**config.mk**
```make
export PLATFORM = sky130hd
export DESIGN_NAME = das_agu
export DESIGN_NICKNAME = d
export VERILOG_FILES = /design/src/das_pkg.sv /design/src/das_agu.sv
export VERILOG_INCLUDE_DIRS = /design/src
export SDC_FILE = /design/constraint.sdc
export NUM_CORES = 1
export LEC_CHECK = 0
export BUFFER_PORTS_ARGS = -buffer_cell sky130_fd_sc_hd__buf_2
export CORE_ASPECT_RATIO = 1.4
export CORE_MARGIN = 2
export CORE_UTILIZATION = 50
export CTS_BUF_LIST = sky130_fd_sc_hd__clkbuf_8 sky130_fd_sc_hd__clkbuf_16
export CTS_CLUSTER_SIZE = 40
export DETAILED_ROUTE_END_ITERATION = 16
export PLACE_DENSITY = 0.78
export REMOVE_ABC_BUFFERS = 1
export SLEW_MARGIN = 20
export SYNTH_ARGS = -nofsm -noshare
export SYNTH_HDL_FRONTEND = slang
export SYNTH_SLANG_ARGS = --single-unit
```
**constraint.sdc**
```tcl
create_clock -name ref_clk_i -period 8.55 [get_ports ref_clk_i]
set_input_delay 2.1375 -clock ref_clk_i [delete_from_list [all_inputs] [get_ports ref_clk_i]]
set_output_delay 2.1375 -clock ref_clk_i [all_outputs]
set_load 0.02 [all_outputs]
```
**src/das_cfg.svh**
```systemverilog
`ifndef DAS_CFG_SVH
`define DAS_CFG_SVH

// Reset values, and page zero which traps on reads.
`define DAS_PAGE_RST 10'h001
`define DAS_SP_RST 16'h1000
`define DAS_PAGE_ZERO 10'h000

// Page boundary values where the paging exceptions apply.
`define DAS_PAGE_LSW_LAST 10'h2ff
`define DAS_PAGE_MSB_FIRST 10'h300
`define DAS_PAGE_MSB_LAST 10'h3ff
`define DAS_PAGE_PS_FIRST 10'h200
`define DAS_PAGE_DATA_FIRST 10'h001

// Field positions.
`define DAS_PAGE_PS_BIT 9
`define DAS_EA_UPPER_BIT 15
`define DAS_DEFAULT_WORK_REG_SP 4'hf
`define DAS_DEFAULT_WORK_REG_FP 4'he
`define DAS_DEFAULT_WORK_REG_DEFAULT 4'h0

// Register byte addresses on the bus (word index in address bits 4:2).
`define DAS_REG_PAGE 3'h0
`define DAS_REG_SP 3'h1
`define DAS_REG_CTRL 3'h2
`define DAS_REG_LAST_EA 3'h3
`define DAS_REG_LAST_ADDR 3'h4

// Bus response codes.
`define DAS_RESP_OK 2'h0
`define DAS_RESP_DECERR 2'h3

`endif

```
**src/das_pkg.sv**
```systemverilog
`default_nettype none
package das_pkg;

  // Addressing modes presented by the instruction decode.
  typedef enum logic [2:0] {
    DAS_FILE_DIRECT,
    DAS_REG_DIRECT,
    DAS_INDIRECT,
    DAS_POST_MOD,
    DAS_PRE_MOD,
    DAS_INDEXED,
    DAS_LIT_OFS,
    DAS_LIT5
  } das_mode_t;

  // Stack operations.
  typedef enum logic [2:0] {
    DAS_SK_PUSH,
    DAS_SK_POP,
    DAS_SK_CALL,
    DAS_SK_EXC,
    DAS_SK_RET
  } das_sk_op_t;

endpackage : das_pkg
`default_nettype wire

```
**src/das_agu.sv**
```systemverilog
// Summary of operation
// - Read overflow from page 2FF goes to 300; underflow 300 to 2FF; bit 15 kept.
// - Overflow from 3FF, underflow from 001 or 200 clears bit 15, page kept.
// - Extended space read with read page zero raises an address error trap; writes do not.
// - Program space through the read page is read only; writes refused.
// - Addresses 0000-7FFF always reachable as page 0, whatever the page.
// - Read page register resets to 001.
// - Window pages other than 0 reached only with effective bit 15 set.
// - Register 15 is the stack pointer, auto updated, still a normal operand.
// - Stack pointer bit 0 is always zero.
// - Stack pointer resets to 1000.
// - Stack grows upward; push writes then increments, pop decrements then reads.
// - Program counter push: low 16 bits first, then bits 22:16.
// - Call pushes zero in the top byte of the second word.
// - Exception puts the status low byte in the top byte of the second word.
// - Stack pointer, and frame pointer while frame active, are never paged.
// - File register mode decodes a 13-bit direct address, first 8192 bytes.
// - File register results go to the file or working register 0.
// - Three-operand: second operand is memory via register or 5-bit literal.
// - Post-modified: pointer is the address, then pointer changes by constant.
// - Pre-modified: pointer plus signed constant first, then used as address.
// - Indexed: address is pointer plus base offset register.
// - Literal offset: address is pointer plus instruction literal.
// - Paged read with address bit 15 set gives page 8:0 joined with address 14:0.
// - General overflow increments page, underflow decrements, bit 15 set.
`default_nettype none
`include "das_cfg.svh"
module das_agu
  import das_pkg::*;
(
  input wire logic ref_clk_i,
  input wire logic rst_b_i,
  // Register bus.
  input wire logic [4:0] avs_address_i,
  input wire logic avs_read_i,
  input wire logic avs_write_i,
  input wire logic [31:0] avs_writedata_i,
  input wire logic [3:0] avs_byteenable_i,
  output logic [31:0] avs_readdata_o,
  output logic [1:0] avs_response_o,
  output logic avs_waitrequest_o,
  // Address generation request from the decode.
  input wire logic ag_req_i,
  input wire das_mode_t ag_mode_i,
  input wire logic ag_write_i,
  input wire logic [3:0] ag_ptr_sel_i,
  input wire logic [15:0] ag_ptr_i,
  input wire logic [15:0] ag_ofs_i,
  input wire logic [15:0] ag_lit_i,
  input wire logic [12:0] ag_file_addr_i,
  input wire logic ag_to_default_work_reg_i,
  input wire logic [3:0] ag_dest_i,
  // Address generation answer.
  output logic ag_done_o,
  output logic [15:0] ag_ea_o,
  output logic [23:0] ag_addr_o,
  output logic ag_psv_o,
  output logic ag_mem_o,
  output logic ag_use_lit_o,
  output logic [15:0] ag_lit_val_o,
  output logic [3:0] ag_dest_sel_o,
  output logic ag_wb_en_o,
  output logic [15:0] ag_wb_val_o,
  output logic ag_addr_err_o,
  output logic ag_wr_err_o,
  // Stack requests.
  input wire logic sk_req_i,
  input wire das_sk_op_t sk_op_i,
  input wire logic [15:0] sk_wdata_i,
  input wire logic [22:0] sk_pc_i,
  input wire logic [7:0] sk_status_low_i,
  input wire logic sp_wr_i,
  input wire logic [15:0] sp_wdata_i,
  output logic sk_busy_o,
  output logic mem_wr_o,
  output logic mem_rd_o,
  output logic [15:0] mem_addr_o,
  output logic [15:0] mem_wdata_o,
  output logic [15:0] sw_stack_ptr_o
);

  typedef enum logic [2:0] {
    DAS_ST_IDLE,
    DAS_ST_PUSH_HI,
    DAS_ST_POP_LO,
    DAS_ST_DONE
  } das_st_t;

  logic [9:0] data_read_page_r;
  logic [15:0] sw_stack_ptr_r;
  logic frame_active_flag_r;
  logic [15:0] last_ea_r;
  logic [23:0] last_addr_r;
  logic wait_r;
  das_st_t st_r;
  logic [15:0] hi_word_r;

  // Bus handshake: one wait cycle, then a single acknowledge cycle.
  logic bus_req;
  logic bus_ack;
  logic bus_hit;
  logic [31:0] rd_mux;
  assign bus_req = avs_read_i | avs_write_i;
  assign bus_ack = bus_req & ~wait_r;
  assign bus_hit = (avs_address_i[4:2] <= `DAS_REG_LAST_ADDR) &&
                   (avs_address_i[1:0] == 2'h0);

  // Paging applies to neither the stack pointer nor an active frame pointer.
  logic no_page;
  assign no_page = (ag_ptr_sel_i == `DAS_DEFAULT_WORK_REG_SP) ||
                   ((ag_ptr_sel_i == `DAS_DEFAULT_WORK_REG_FP) && frame_active_flag_r);

  // Address arithmetic with carry for boundary detection.
  logic [16:0] sum17;
  logic [15:0] ea_mod;
  logic ovf;
  logic unf;
  logic [15:0] adj;
  logic [9:0] page_nxt;
  logic [15:0] ea;
  logic [23:0] addr;
  logic program_space_window;
  logic aerr;
  logic werr;
  logic wb_en;
  logic [15:0] wb_val;
  logic is_mem;
  logic [15:0] lit_val;
  logic [3:0] dest;

  // Add pointer and modifier; the offset register replaces the literal
  // only in indexed mode.
  always_comb begin
    if (ag_mode_i == DAS_INDEXED) begin
      sum17 = {1'b0, ag_ptr_i} + {ag_ofs_i[15], ag_ofs_i};
    end else begin
      sum17 = {1'b0, ag_ptr_i} + {ag_lit_i[15], ag_lit_i};
    end
  end
  assign ea_mod = sum17[15:0];

  // A boundary crossing counts only when the starting address sat in the
  // upper half, so pointers into base data space are never disturbed.
  assign ovf = ag_ptr_i[`DAS_EA_UPPER_BIT] & ~ag_lit_i[15] &
               ~ea_mod[`DAS_EA_UPPER_BIT];
  assign unf = ag_ptr_i[`DAS_EA_UPPER_BIT] & ag_lit_i[15] &
               ~ea_mod[`DAS_EA_UPPER_BIT];

  // Boundary handling for pre- and post-modified reads.
  always_comb begin
    adj = ea_mod;
    page_nxt = data_read_page_r;
    if (!no_page && !ag_write_i && (ovf || unf) &&
        data_read_page_r != `DAS_PAGE_ZERO) begin
      adj[`DAS_EA_UPPER_BIT] = 1'b1;
      if (ovf) begin
        if (data_read_page_r == `DAS_PAGE_LSW_LAST) begin
          page_nxt = `DAS_PAGE_MSB_FIRST;
        end else if (data_read_page_r == `DAS_PAGE_MSB_LAST) begin
          adj[`DAS_EA_UPPER_BIT] = 1'b0;
        end else begin
          page_nxt = data_read_page_r + 10'h001;
        end
      end else begin
        if (data_read_page_r == `DAS_PAGE_MSB_FIRST) begin
          page_nxt = `DAS_PAGE_LSW_LAST;
        end else if (data_read_page_r == `DAS_PAGE_DATA_FIRST ||
                     data_read_page_r == `DAS_PAGE_PS_FIRST) begin
          adj[`DAS_EA_UPPER_BIT] = 1'b0;
        end else begin
          page_nxt = data_read_page_r - 10'h001;
        end
      end
    end
  end

  // Effective address, write-back and operand selection per mode.
  always_comb begin
    ea = ag_ptr_i;
    wb_en = 1'b0;
    wb_val = ag_ptr_i;
    is_mem = 1'b1;
    lit_val = 16'h0000;
    dest = ag_dest_i;
    case (ag_mode_i)
      DAS_FILE_DIRECT: begin
        ea = {3'h0, ag_file_addr_i};
        dest = ag_to_default_work_reg_i ? `DAS_DEFAULT_WORK_REG_DEFAULT : ag_dest_i;
      end
      DAS_REG_DIRECT: begin
        is_mem = 1'b0;
      end
      DAS_INDIRECT: begin
        ea = ag_ptr_i;
      end
      DAS_POST_MOD: begin
        ea = ag_ptr_i;
        wb_en = 1'b1;
        wb_val = adj;
      end
      DAS_PRE_MOD: begin
        ea = adj;
        wb_en = 1'b1;
        wb_val = adj;
      end
      DAS_INDEXED, DAS_LIT_OFS: begin
        // Offset forms wrap inside the current page and never move it.
        ea = ea_mod;
        if (ag_ptr_i[`DAS_EA_UPPER_BIT] && !no_page) begin
          ea[`DAS_EA_UPPER_BIT] = 1'b1;
        end
      end
      DAS_LIT5: begin
        is_mem = 1'b0;
        lit_val = {11'h000, ag_lit_i[4:0]};
      end
      default: begin
        is_mem = 1'b0;
      end
    endcase
    if (wb_en && ag_ptr_sel_i == `DAS_DEFAULT_WORK_REG_SP) begin
      wb_val[0] = 1'b0;
    end
  end

  // Final address: on reads, upper half plus the read page forms the paged address.
  always_comb begin
    addr = {8'h00, ea};
    program_space_window = 1'b0;
    aerr = 1'b0;
    werr = 1'b0;
    if (is_mem && ea[`DAS_EA_UPPER_BIT] && !no_page && !ag_write_i) begin
      addr = {data_read_page_r[8:0], ea[14:0]};
      program_space_window = data_read_page_r[`DAS_PAGE_PS_BIT];
      aerr = (data_read_page_r == `DAS_PAGE_ZERO);
    end
    if (is_mem && ea[`DAS_EA_UPPER_BIT] && !no_page && ag_write_i &&
        data_read_page_r[`DAS_PAGE_PS_BIT]) begin
      werr = 1'b1;
    end
  end

  // Answer to the decode, registered one cycle after the request.
  always_ff @(posedge ref_clk_i or negedge rst_b_i) begin
    if (!rst_b_i) begin
      ag_done_o <= 1'b0;
      ag_ea_o <= 16'h0000;
      ag_addr_o <= 24'h000000;
      ag_psv_o <= 1'b0;
      ag_mem_o <= 1'b0;
      ag_use_lit_o <= 1'b0;
      ag_lit_val_o <= 16'h0000;
      ag_dest_sel_o <= 4'h0;
      ag_wb_en_o <= 1'b0;
      ag_wb_val_o <= 16'h0000;
      ag_addr_err_o <= 1'b0;
      ag_wr_err_o <= 1'b0;
    end else begin
      ag_done_o <= ag_req_i;
      ag_addr_err_o <= ag_req_i & aerr;
      ag_wr_err_o <= ag_req_i & werr;
      ag_wb_en_o <= ag_req_i & wb_en;
      if (ag_req_i) begin
        ag_ea_o <= ea;
        ag_addr_o <= addr;
        ag_psv_o <= program_space_window;
        ag_mem_o <= is_mem;
        ag_use_lit_o <= (ag_mode_i == DAS_LIT5);
        ag_lit_val_o <= lit_val;
        ag_dest_sel_o <= dest;
        ag_wb_val_o <= wb_val;
      end
    end
  end

  // Read page register: decode-driven page moves win over a bus write
  // in the same cycle, so linear walks are never broken by software.
  always_ff @(posedge ref_clk_i or negedge rst_b_i) begin
    if (!rst_b_i) begin
      data_read_page_r <= `DAS_PAGE_RST;
    end else if (ag_req_i && !ag_write_i &&
                 (ag_mode_i == DAS_PRE_MOD || ag_mode_i == DAS_POST_MOD)) begin
      data_read_page_r <= page_nxt;
    end else if (bus_ack && avs_write_i &&
                 avs_address_i[4:2] == `DAS_REG_PAGE && avs_byteenable_i[0] &&
                 avs_byteenable_i[1]) begin
      data_read_page_r <= avs_writedata_i[9:0];
    end
  end

  // Bookkeeping of the latest generated address for software.
  always_ff @(posedge ref_clk_i or negedge rst_b_i) begin
    if (!rst_b_i) begin
      last_ea_r <= 16'h0000;
      last_addr_r <= 24'h000000;
    end else if (ag_req_i && is_mem) begin
      last_ea_r <= ea;
      last_addr_r <= addr;
    end
  end

  // Stack sequencer: push writes then increments, pop decrements then
  // reads. Program counter pushes take two cycles, low word first.
  always_ff @(posedge ref_clk_i or negedge rst_b_i) begin
    if (!rst_b_i) begin
      st_r <= DAS_ST_IDLE;
      sw_stack_ptr_r <= `DAS_SP_RST;
      hi_word_r <= 16'h0000;
      mem_wr_o <= 1'b0;
      mem_rd_o <= 1'b0;
      mem_addr_o <= 16'h0000;
      mem_wdata_o <= 16'h0000;
      sk_busy_o <= 1'b0;
    end else begin
      mem_wr_o <= 1'b0;
      mem_rd_o <= 1'b0;
      case (st_r)
        DAS_ST_IDLE: begin
          if (sk_req_i) begin
            sk_busy_o <= 1'b1;
            case (sk_op_i)
              DAS_SK_PUSH: begin
                mem_wr_o <= 1'b1;
                mem_addr_o <= sw_stack_ptr_r;
                mem_wdata_o <= sk_wdata_i;
                sw_stack_ptr_r <= sw_stack_ptr_r + 16'h0002;
                st_r <= DAS_ST_DONE;
              end
              DAS_SK_CALL, DAS_SK_EXC: begin
                mem_wr_o <= 1'b1;
                mem_addr_o <= sw_stack_ptr_r;
                mem_wdata_o <= sk_pc_i[15:0];
                sw_stack_ptr_r <= sw_stack_ptr_r + 16'h0002;
                if (sk_op_i == DAS_SK_EXC) begin
                  hi_word_r <= {sk_status_low_i, 1'b0, sk_pc_i[22:16]};
                end else begin
                  hi_word_r <= {8'h00, 1'b0, sk_pc_i[22:16]};
                end
                st_r <= DAS_ST_PUSH_HI;
              end
              DAS_SK_POP: begin
                mem_rd_o <= 1'b1;
                mem_addr_o <= sw_stack_ptr_r - 16'h0002;
                sw_stack_ptr_r <= sw_stack_ptr_r - 16'h0002;
                st_r <= DAS_ST_DONE;
              end
              DAS_SK_RET: begin
                mem_rd_o <= 1'b1;
                mem_addr_o <= sw_stack_ptr_r - 16'h0002;
                sw_stack_ptr_r <= sw_stack_ptr_r - 16'h0002;
                st_r <= DAS_ST_POP_LO;
              end
              default: begin
                st_r <= DAS_ST_DONE;
              end
            endcase
          end else if (sp_wr_i) begin
            sw_stack_ptr_r <= {sp_wdata_i[15:1], 1'b0};
          end else if (bus_ack && avs_write_i &&
                       avs_address_i[4:2] == `DAS_REG_SP &&
                       avs_byteenable_i[0] && avs_byteenable_i[1]) begin
            sw_stack_ptr_r <= {avs_writedata_i[15:1], 1'b0};
          end
        end
        DAS_ST_PUSH_HI: begin
          mem_wr_o <= 1'b1;
          mem_addr_o <= sw_stack_ptr_r;
          mem_wdata_o <= hi_word_r;
          sw_stack_ptr_r <= sw_stack_ptr_r + 16'h0002;
          st_r <= DAS_ST_DONE;
        end
        DAS_ST_POP_LO: begin
          mem_rd_o <= 1'b1;
          mem_addr_o <= sw_stack_ptr_r - 16'h0002;
          sw_stack_ptr_r <= sw_stack_ptr_r - 16'h0002;
          st_r <= DAS_ST_DONE;
        end
        DAS_ST_DONE: begin
          sk_busy_o <= 1'b0;
          st_r <= DAS_ST_IDLE;
        end
        default: begin
          st_r <= DAS_ST_IDLE;
        end
      endcase
    end
  end

  // The stack pointer is always a plain 16-bit value, never paged.
  always_ff @(posedge ref_clk_i or negedge rst_b_i) begin
    if (!rst_b_i) begin
      sw_stack_ptr_o <= `DAS_SP_RST;
    end else begin
      sw_stack_ptr_o <= sw_stack_ptr_r;
    end
  end

  // Frame-active control bit.
  always_ff @(posedge ref_clk_i or negedge rst_b_i) begin
    if (!rst_b_i) begin
      frame_active_flag_r <= 1'b0;
    end else if (bus_ack && avs_write_i &&
                 avs_address_i[4:2] == `DAS_REG_CTRL && avs_byteenable_i[0]) begin
      frame_active_flag_r <= avs_writedata_i[0];
    end
  end

  // Read data selection; unused bits read as zero.
  always_comb begin
    rd_mux = 32'h00000000;
    case (avs_address_i[4:2])
      `DAS_REG_PAGE: rd_mux = {22'h000000, data_read_page_r};
      `DAS_REG_SP: rd_mux = {16'h0000, sw_stack_ptr_r};
      `DAS_REG_CTRL: rd_mux = {31'h00000000, frame_active_flag_r};
      `DAS_REG_LAST_EA: rd_mux = {16'h0000, last_ea_r};
      `DAS_REG_LAST_ADDR: rd_mux = {8'h00, last_addr_r};
      default: rd_mux = 32'h00000000;
    endcase
  end

  // Each request waits exactly one cycle; the answer edge drops wait for
  // one cycle so a held request is not answered again in the next cycle.
  always_ff @(posedge ref_clk_i or negedge rst_b_i) begin
    if (!rst_b_i) begin
      wait_r <= 1'b1;
      avs_waitrequest_o <= 1'b1;
      avs_readdata_o <= 32'h00000000;
      avs_response_o <= `DAS_RESP_OK;
    end else begin
      wait_r <= ~(bus_req & wait_r);
      avs_waitrequest_o <= ~(bus_req & wait_r);
      if (bus_req && wait_r) begin
        avs_readdata_o <= (avs_read_i && bus_hit) ? rd_mux : 32'h00000000;
        avs_response_o <= bus_hit ? `DAS_RESP_OK : `DAS_RESP_DECERR;
      end
    end
  end

endmodule : das_agu
`default_nettype wire

```
==> impl_metrics.tcl, run 1 <==
set metrics [dict create \
    cts.repair.resized 0 \
    postCtsHoldBufs 0 \
    synth_edf_count 0 \
    finalSetupTns_ns 0 \
    ioPinCount 357 \
    gp_congestion 0.8992 \
    avgViaCountPerCell 5.887 \
    syn_area_sq_um 12380 \
    clock-sinks 200 \
    fin_crit_ns 5.855 \
    setup_violations 0 \
    rsz0062_at_grt "no" \
    start_util_pct 50.52 \
    fill_cells 2176 \
    final_common_cell "buf_2" \
    worstPathMaxFanout 20 \
    yosysUniqueCellTypes 82 \
    antenna_found_initial 1 \
    async_flop_share_pct 100.0 \
    status "finished, final reports clean" \
    fmax_mhz 170.8 \
    clkTransAtPathRegs_ns 0.07 \
    grt_use_met1_pct 34.23 \
    drcViolationCount 0 \
    required_ns 8.91 \
    hp-class "reg -> reg" \
    drtPass1Iterations 7 \
    num_vias 11644 \
    dp_hpwl_um 26870 \
    clockRootBuffer "clkbuf_16" \
    met3_usage_pct 5.516 \
    yosys_most_used_dff "dfrtp_1" \
    die_w_um 137.0 \
    finalHoldViolCount 0 \
    postRouteAntennaNets 0 \
    tritoncts "built" \
    grt_use_total_pct 28.16 \
    nets 1863 \
    postCtsSetupBuffers 0 \
    worstSetupPathType "in -> reg" \
    syn_inst 1429 \
    maxCapViolations 0 \
    htreeDepth 4 \
    layout-drive-gt1-share_pct 25.27 \
    tightest_slew_ns 1.057 \
    grt_max_degree 72 \
    clk-insertion-delay-late_ns 0.45 \
    fin_skew_ns 0.01440 \
    ys_ff_latch 200 \
    slew_viol_final 0 \
    overflow 0 \
    clockBufferDepth 2 \
    drt-initial-drc-count 1060 \
    endpoint_kind "flip-flop" \
    powerDensity_nw_per_um2 295.4 \
    ir_drop_v 0.0002323 \
    post-route-period-util_pct 68.48 \
    ys_warn_count 0 \
    grt_pass1_vias 11063 \
    grt_pass1_wl_um 57600 \
    busiest_layer "met2" \
    wire_per_inst_um 18.57 \
    cts_buffers 17 \
    core_sq_um 24500 \
    syn_to_final_growth_pct 16.78 \
    p_leak_nw 6.912 \
    relSlewSlack_pct 29.55 \
    port_buffers 316 \
    cp.arrival_ns 6.22 \
    met2_usage_pct 48.78 \
    fin_hold_ws_ns 0.4741 \
    die_area_sq_um 26050 \
    final_cell_mix "315 x buf_2, 196 x dfrtp_1, 185 x nand2_1" \
    syn_area_per_cell_sq_um 8.662 \
    dieHeight_um 190.2 \
    routed_wl_um 36730 \
    ys_seq_area_share_pct 40.47 \
    crit_path_start_kind "primary input" \
    rows 68 \
]
-- sequential cells by signal, indices dropped and copies added, names as in the netlist, 10 cells and up --
register          cells
mem_addr_o           15
avs_readdata_o       24
last_ea_r            16
sw_stack_ptr_r       15
sw_stack_ptr_o       15
mem_wdata_o          16
ag_wb_val_o          16
data_read_page_r     10
hi_word_r            15
ag_ea_o              16
-- path summary, 6_finish.rpt --
check / startpoint / endpoint / slack [ns] / depth (start not counted)
hold reg to reg: mem_addr_o[13] / mem_addr_o[13] / 0.47 / 2
hold / removal: mem_addr_o[13] / mem_addr_o[13] / 0.47 / 2
min in group asynchronous: rst_b_i / mem_wdata_o[3] / 1.65 / 1
max in group asynchronous: rst_b_i / last_ea_r[6] / 5.58 / 2
setup / recovery: ag_mode_i[1] / data_read_page_r[4] / 2.69 / 12
setup reg to reg: data_read_page_r[0] / last_addr_r[22] / 5.19 / 9
-- Yosys cell counts (10+ instances only) --
cell / instances / area (sq um)
nor2_1: 134 / 503.0
buf_1: 10 / 37.54
a211oi_1: 14 / 105.1
and3_1: 17 / 106.4
xor2_1: 17 / 148.9
mux2_2: 33 / 371.6
o22ai_1: 16 / 100.1
nand2_1: 185 / 694.4
inv_1: 25 / 93.84
ha_1: 25 / 312.8
a21oi_1: 128 / 640.6
mux2i_1: 55 / 550.5
nand3_1: 23 / 115.1
nor3_1: 21 / 105.1
or3_1: 10 / 62.56
a31oi_1: 19 / 118.9
o21ai_0: 103 / 515.5
o21a_1: 12 / 90.09
nand2b_1: 10 / 62.56
dfrtp_1: 196 / 4905
a22o_1: 36 / 315.3
buf_4: 39 / 292.8
clkbuf_1: 93 / 349.1
xnor2_1: 22 / 192.7
-- per-layer routing --
layer | up-vias | part of all wire [%]
met4 | 0 | 3.1
met2 | 534 | 51
met3 | 71 | 7.5
li1 | 5495 | -
met5 | - | 0
met1 | 5544 | 38
-- layout make-up --
class                   instances  area (sq um)  share of cell area [%]
diodes                          1         2.502                 0.01731
repair buffers                330          1695                   11.73
well taps                     315         394.1                   2.727
flip-flops and latches        200          5010                   34.66
multi-input cells            1073          6654                   46.03
clock inverters                13         145.1                   1.004
clock buffers                  19         452.9                   3.133
inverters                      27         101.3                  0.7011
-- per-stage QoR --
| step | power [mW] | util (%) | worst slack, ns | instance area, sq um | cells |
|---|---|---|---|---|---|
| floorplan | 2.789 | - | 2.687 | 11730 | 1300 |
| global placement | 3.371 | 56.50 | 2.130 | 13840 | 1945 |
| detailed placement | 3.442 | 56.50 | 2.021 | 13840 | 1945 |
| CTS | 4.277 | 58.94 | 2.518 | 14440 | 1977 |
| global route | 4.566 | 58.99 | 2.509 | 14460 | 1978 |
| finish | 4.271 | 58.99 | 2.695 | 14460 | 1978 |
-- cells by family (layout without fill, tap and decap cells) --
kind of cell               Yosys count  count (layout)  share of synthesized area, %
muxes                               88              88                         7.450
adders and majority gates           26              26                         2.689
DFF                                200             200                         40.47
buffers and inverters              176             389                         6.692
and+or+nand+nor                    463             463                         17.12
AOI/OAI and AO/OA                  436             436                         22.78
other                                1              22                       0.03030
xor gates and xnor gates            39              39                         2.759
-- worst max-delay path, cell delays in order --
cell and delay, ns:
buf_2 0.31, nand3b_4 0.39, mux2_2 0.39, ha_1 0.30, a211oi_1 0.33, a2bb2oi_2 0.39, a2111oi_4 0.17, nor3_1 0.40
nor2_1 0.19, o32ai_4 0.69, a21boi_1 0.30, a2bb2oi_1 0.19
-- report_power, final --
| group | internal [mW] | total (mW) | switching [mW] |
|---|---|---|---|
| clock | 0.450 | 0.826 | 0.376 |
| combinational | 0.718 | 1.87 | 1.15 |
| sequential | 1.22 | 1.58 | 0.357 |
| total | 2.39 | 4.27 | 1.88 |
Note: power is estimated with default switching activity, not from simulation.
==> run 2, diff against run 1 <==
--- a/config.mk
+++ b/config.mk
@@ -9,11 +9,11 @@
 export BUFFER_PORTS_ARGS = -buffer_cell sky130_fd_sc_hd__buf_2
 export CORE_ASPECT_RATIO = 1.4
 export CORE_MARGIN = 2
-export CORE_UTILIZATION = 50
+export CORE_UTILIZATION = 48
 export CTS_BUF_LIST = sky130_fd_sc_hd__clkbuf_8 sky130_fd_sc_hd__clkbuf_16
 export CTS_CLUSTER_SIZE = 40
 export DETAILED_ROUTE_END_ITERATION = 16
-export PLACE_DENSITY = 0.78
+export PLACE_DENSITY = 0.79
 export REMOVE_ABC_BUFFERS = 1
 export SLEW_MARGIN = 20
 export SYNTH_ARGS = -nofsm -noshare
==> constraint.sdc (replaced) <==
create_clock -name ref_clk_i -period 4.8 [get_ports ref_clk_i]
set_input_delay 1.2 -clock ref_clk_i [delete_from_list [all_inputs] [get_ports ref_clk_i]]
set_output_delay 1.2 -clock ref_clk_i [all_outputs]
set_load 0.02 [all_outputs]
==> run 2 against run 1 <==
  * Final cell count rose by 0.81%
  * Clock power increased by 77%
  * First-iteration DRC count shrank 3.3%
  * Worst setup slack got worse by 2.1 ns
  * Sequential share of layout area down 0.22 points
  * Flip-flop and latch count is the same
  * Combinational power grew 80%
  * Die area is 4.1% higher
  * Critical path depth stayed put
  * Global-route usage is 1.2 points lower
  * Highest routed layer unchanged
  * Clock-buffer cell count rose by 1
==> impl_metrics.tcl, run 2 (synthesis gave the netlist of run 1 again) <==
set metrics [dict create \
    clockRootBuffer "clkbuf_16" \
    grt_pass1_vias 11032 \
    tritoncts "built" \
    routed_wl_um 37470 \
    core_sq_um 25380 \
    p_int_mw 4.239 \
    post-route-period-util_pct 88.31 \
    clkTransAtPathRegs_ns 0.07 \
    power_switching_share_pct 44.40 \
    crit_chain "buf_2 > nand3b_4 > mux2_2 > ha_1 > a211oi_1 > a2bb2oi_2 > a2111oi_4 > or4_1 > nand2_4 > a21oi_1 > or4_1 > a31oi_1" \
    postCtsSetupBuffers 0 \
    finalHoldViolCount 0 \
    p_switching_mw 3.385 \
    seqPwrFrac_pct 36.8 \
    grt_max_degree 110 \
    wire_per_inst_um 18.79 \
    setup_violations 0 \
    fin_skew_ns 0.009428 \
    worstPathMaxFanout 16 \
    nets 1874 \
    crit_path_frequent_cell "or4_1" \
    finalSetupTns_ns 0 \
    slew_viol_final 0 \
    max_stage_delay_ns 0.62 \
    fin_crit_ns 4.239 \
    ir_drop_v 0.0003966 \
    status "finished, final reports clean" \
    clock-sinks 200 \
    rows 69 \
    gp_congestion 0.9087 \
    port_buffers 316 \
    layout-drive-gt1-share_pct 25.76 \
    required_ns 5.17 \
    die_area_sq_um 27110 \
    powerDensity_nw_per_um2 524.1 \
    regMostFlops "avs_readdata_o" \
    avgViaCountPerCell 5.840 \
    antenna_found_initial 3 \
    num_vias 11645 \
    cp.arrival_ns 4.61 \
    tightest_slew_ns 0.9989 \
    clockBufferDepth 2 \
    dr_wl_met3_um 2758 \
    syn_to_final_growth_pct 17.52 \
    top_layer_used "met4" \
    drcViolationCount 0 \
    endpoint_kind "flip-flop" \
    wl_met1_um 14500 \
    dp_hpwl_um 27740 \
    path_buf_inv 1 \
    die_w_um 139.7 \
    p_comb_share_pct 44.1 \
    htreeDepth 4 \
    worstSetupPathType "in -> reg" \
    final_cell_mix "315 x buf_2, 196 x dfrtp_1, 185 x nand2_1" \
    postCtsHoldBufs 0 \
    hp-class "reg -> reg" \
    cts_buffers 17 \
    clk-insertion-delay-late_ns 0.45 \
    path_depth 12 \
    drtPass1Iterations 10 \
    hold_depth 2 \
    detailedPlace.worstSlack_ns 0.1241 \
    start_util_pct 48.77 \
    ioPinCount 357 \
    final_common_cell "buf_2" \
    largest_reg_flops 24 \
    rsz0062_at_grt "no" \
    maxCapViolations 0 \
    fin_ws_ns 0.5612 \
    r2r_cells 9 \
    fin_util_pct 57.31 \
    fill_cells 2278 \
    critPathSlowestCell "or4_1" \
    dieHeight_um 194.0 \
    pwr-share-clk_pct 19.1 \
    postRouteAntennaNets 0 \
    grt_use_total_pct 26.93 \
    fmax_mhz 235.9 \
    drt-initial-drc-count 1025 \
    cts.repair.resized 0 \
    overflow 0 \
    relSlewSlack_pct 33.16 \
    p_leak_nw 6.960 \
    reg2reg_setup_slack_ns 1.52 \
    crit_family "simple AND/OR/NAND/NOR gates" \
    grt_pass1_wl_um 58590 \
    route.met2.wl_um 19160 \
    crit_path_start_kind "primary input" \
]
## run 2: power by group through the flow
stage | sequential, mW | combinational (mW) | clock (mW)
global route | 2.89 | 3.71 | 1.53
floorplan | 2.99 | 1.98 | 0
finish | 2.80 | 3.36 | 1.46
global placement | 2.81 | 3.24 | 0
detailed placement | 2.82 | 3.33 | 0
CTS | 2.79 | 3.35 | 1.47
## run 2: cell type report
type                    instances  area, sq um  share of cell area, %
multi-input cells            1073         6643                  45.66
flip-flops and latches        200         5010                  34.44
repair buffers                341         1803                  12.39
clock buffers                  20        466.7                  3.208
well taps                     319        399.1                  2.744
clock inverters                12        118.9                 0.8171
inverters                      27        101.3                 0.6967
diodes                          2        5.005                0.03441
## run 2: worst min-delay path, stage by stage (launching register included)
cell and delay [ns]:
dfrtp_1 0.34, nand2_1 0.05, o41ai_1 0.05
## run 2: through the flow
stage / power, mW / hold WS [ns] / cells / instance area (sq um)
after global placement: 6.050 / 0.4565 / 1960 / 13960
after global routing: 8.129 / 0.4962 / 1993 / 14540
final: 7.623 / 0.4731 / 1994 / 14550
after floorplan: 4.968 / 0.4501 / 1300 / 11730
after detailed placement: 6.158 / 0.4645 / 1960 / 13960
after CTS: 7.615 / 0.4811 / 1992 / 14540
## run 2: final timing paths
check                               startpoint                   to
setup / recovery                  ag_mode_i[1]  data_read_page_r[7]
hold / removal                  mem_addr_o[13]       mem_addr_o[13]
setup reg to reg           data_read_page_r[0]        ag_addr_o[15]
hold reg to reg                 mem_addr_o[13]       mem_addr_o[13]
max in group asynchronous              rst_b_i       mem_wdata_o[3]
min in group asynchronous              rst_b_i   sw_stack_ptr_o[11]
## run 2: metal layers
metal	up-vias	GRT usage, %
met5	-	0
met4	0	9.815
met3	72	5.508
met2	496	47.79
met1	5553	32.11
li1	5524	-
==> run 3, diff against run 2 <==
--- a/config.mk
+++ b/config.mk
@@ -14,7 +14,6 @@
 export CTS_CLUSTER_SIZE = 40
 export DETAILED_ROUTE_END_ITERATION = 16
 export PLACE_DENSITY = 0.79
-export REMOVE_ABC_BUFFERS = 1
 export SLEW_MARGIN = 20
 export SYNTH_ARGS = -nofsm -noshare
 export SYNTH_HDL_FRONTEND = slang
==> run 3 against run 2 <==
  * Worst setup slack better by 0.0070 ns
  * Via count up 2.6%
  * Clock power up 3%
  * Clock skew rose by 0.0031 ns
  * Register-to-register slack improved by 0.04 ns
  * Core utilization is 0.16 points higher
  * Final area increased by 0.27%
  * Combinational power barely moved
  * Hold slack gained 0.0045 ns
  * Final cell count increased by 0.20%
  * Critical path type unchanged
==> impl_metrics.tcl, run 3 (synthesis gave the netlist of run 1 again) <==
set metrics [dict create \
    status "finished, final reports clean" \
    postCtsHoldBufs 0 \
    grt_use_total_pct 27.32 \
    port_buffers 316 \
    largest_reg_flops 24 \
    busiest_layer "met2" \
    die_w_um 139.7 \
    relSlewSlack_pct 27.45 \
    grt_max_degree 82 \
    placed_cell_area_sq_um 13970 \
    rsz0062_at_grt "no" \
    worstPathMaxFanout 13 \
    r2r_end "ag_addr_o[15]" \
    regToRegStartpoint "data_read_page_r[0]" \
    wire_per_inst_um 19.14 \
    fin_skew_ns 0.01252 \
    final_common_cell "buf_2" \
    tightest_slew_ns 1.086 \
    fin_area_sq_um 14590 \
    htreeDepth 4 \
    max_stage_delay_ns 0.54 \
    tritoncts "built" \
    slew_viol_final 0 \
    finalHoldViolCount 0 \
    crit_path_start_kind "primary input" \
    power_switching_share_pct 44.43 \
    seqPwrFrac_pct 36.6 \
    grt_pass1_wl_um 59240 \
    cp.arrival_ns 4.61 \
    ioPinCount 357 \
    clockRootBuffer "clkbuf_16" \
    drcViolationCount 0 \
    cts_buffers 17 \
    finalSetupTns_ns 0 \
    p_total_mw 7.716 \
    setup_violations 0 \
    reg2reg_setup_slack_ns 1.56 \
    grt_pass1_vias 10995 \
    avgViaCountPerCell 5.980 \
    critPathSlowestCell "or4_1" \
    met2_usage_pct 48.08 \
    r2r_cells 9 \
    p_int_mw 4.288 \
    cts.repair.resized 0 \
    final_cell_mix "315 x buf_2, 196 x dfrtp_1, 185 x nand2_1" \
    hp-start "mem_wdata_o[10]" \
    nets 1877 \
    endpoint_kind "flip-flop" \
    p_switching_mw 3.428 \
    start_util_pct 48.77 \
    crit_chain "buf_2 > nand3b_4 > mux2_2 > ha_1 > and3_1 > o211ai_1 > buf_4 > a2111oi_4 > nor3_1 > nor2_1 > o31ai_1 > or4_1 > a31oi_1" \
    fmax_mhz 236.3 \
    drt-initial-drc-count 1035 \
    fin_crit_ns 4.232 \
    maxCapViolations 0 \
    clkTransAtPathRegs_ns 0.08 \
    clockBufferDepth 2 \
    die_area_sq_um 27110 \
    powerDensity_nw_per_um2 529.0 \
    layout-drive-gt1-share_pct 25.95 \
    holdPathEnd "mem_wdata_o[10]" \
    worstSetupPathType "in -> reg" \
    syn_to_final_growth_pct 17.84 \
    num_vias 11948 \
    clk-insertion-delay-late_ns 0.45 \
    dieHeight_um 194.0 \
    clock-sinks 200 \
    met3_usage_pct 4.520 \
    post-route-period-util_pct 88.16 \
    required_ns 5.17 \
    gp_congestion 0.9359 \
    fin_hold_ws_ns 0.4776 \
    pwr-share-clk_pct 19.6 \
    grt_use_met1_pct 33.07 \
    hold_depth 2 \
    p_leak_nw 6.984 \
    dp_hpwl_um 28620 \
    routed_wl_um 38230 \
    antenna_found_initial 2 \
    regMostFlops "avs_readdata_o" \
    rows 69 \
    overflow 0 \
    drtPass1Iterations 6 \
    ir_drop_v 0.0005925 \
    postRouteAntennaNets 0 \
    postCtsSetupBuffers 0 \
    p_comb_share_pct 43.8 \
    core_sq_um 25380 \
    hp-class "reg -> reg" \
]
## run 3: changes by cell type in the layout (fill, tap and decap cells not counted)
cell | previous run | this run
buf_4 | 23 | 27
inv_8 | 1 | 3
buf_12 | 2 | 1
bufinv_16 | 1 | 2
clkbuf_8 | 4 | 3
clkinv_4 | 4 | 3
clkinvlp_4 | 4 | 3
diode_2 | 2 | 3
inv_1 | 26 | 25
inv_6 | 1 | 2
## run 3: how the worst max path moves through the flow
stage,startpoint,to,slack [ns],cells after the start
after floorplan,ag_mode_i[1],data_read_page_r[2],0.14,14
after global placement,ag_mode_i[1],data_read_page_r[5],0.21,13
after detailed placement,ag_mode_i[1],data_read_page_r[5],0.13,13
after CTS,ag_mode_i[1],data_read_page_r[5],0.59,13
after global routing,ag_mode_i[1],data_read_page_r[8],0.35,13
final,ag_mode_i[1],data_read_page_r[5],0.57,13
## run 3: area by class of cell
type	count	area, sq um
fill	2308	10800
inverter	27	101.3
timing repair buffer	344	1813
tap	319	399.1
clock inverter	13	160.2
clock buffer	19	452.9
multi-input combinational	1073	6643
antenna	3	7.507
sequential	200	5010
## run 3: critical path: cells and delay by family
| kind | cells | cell delay, ns |
|---|---|---|
| buffers and inverters | 2 | 0.26 |
| AND/OR/NAND/NOR | 5 | 1.49 |
| multiplexers | 1 | 0.37 |
| AO/OA/AOI/OAI | 4 | 0.89 |
| adder cells (fa/ha/maj) | 1 | 0.37 |
## run 3: metal layers
layer / part of all wire, % / wire length, um
met5: 0.042 / 16
met4: 3.9 / 1502
met3: 8.3 / 3156
met1: 37 / 14100
met2: 51 / 19450
## run 3: per-stage QoR
stage,utilization [%],worst slack (ns),instances
floorplan,-,0.1424,1449
global placement,55.02,0.2083,1963
detailed placement,55.02,0.1344,1963
CTS,57.44,0.5932,1995
global route,57.45,0.3491,1996
finish,57.47,0.5682,1998
## run 3: power groups by stage
| stage | Sequential (mW) | Clock [mW] | Combinational (mW) |
|---|---|---|---|
| 2_1_floorplan | 2.76 | 0 | 2.42 |
| 3_3_place_gp | 2.81 | 0 | 3.24 |
| 3_5_place_dp | 2.84 | 0 | 3.35 |
| 4_1_cts | 2.80 | 1.53 | 3.37 |
| 5_1_grt | 2.90 | 1.61 | 3.71 |
| 6_report | 2.82 | 1.51 | 3.38 |
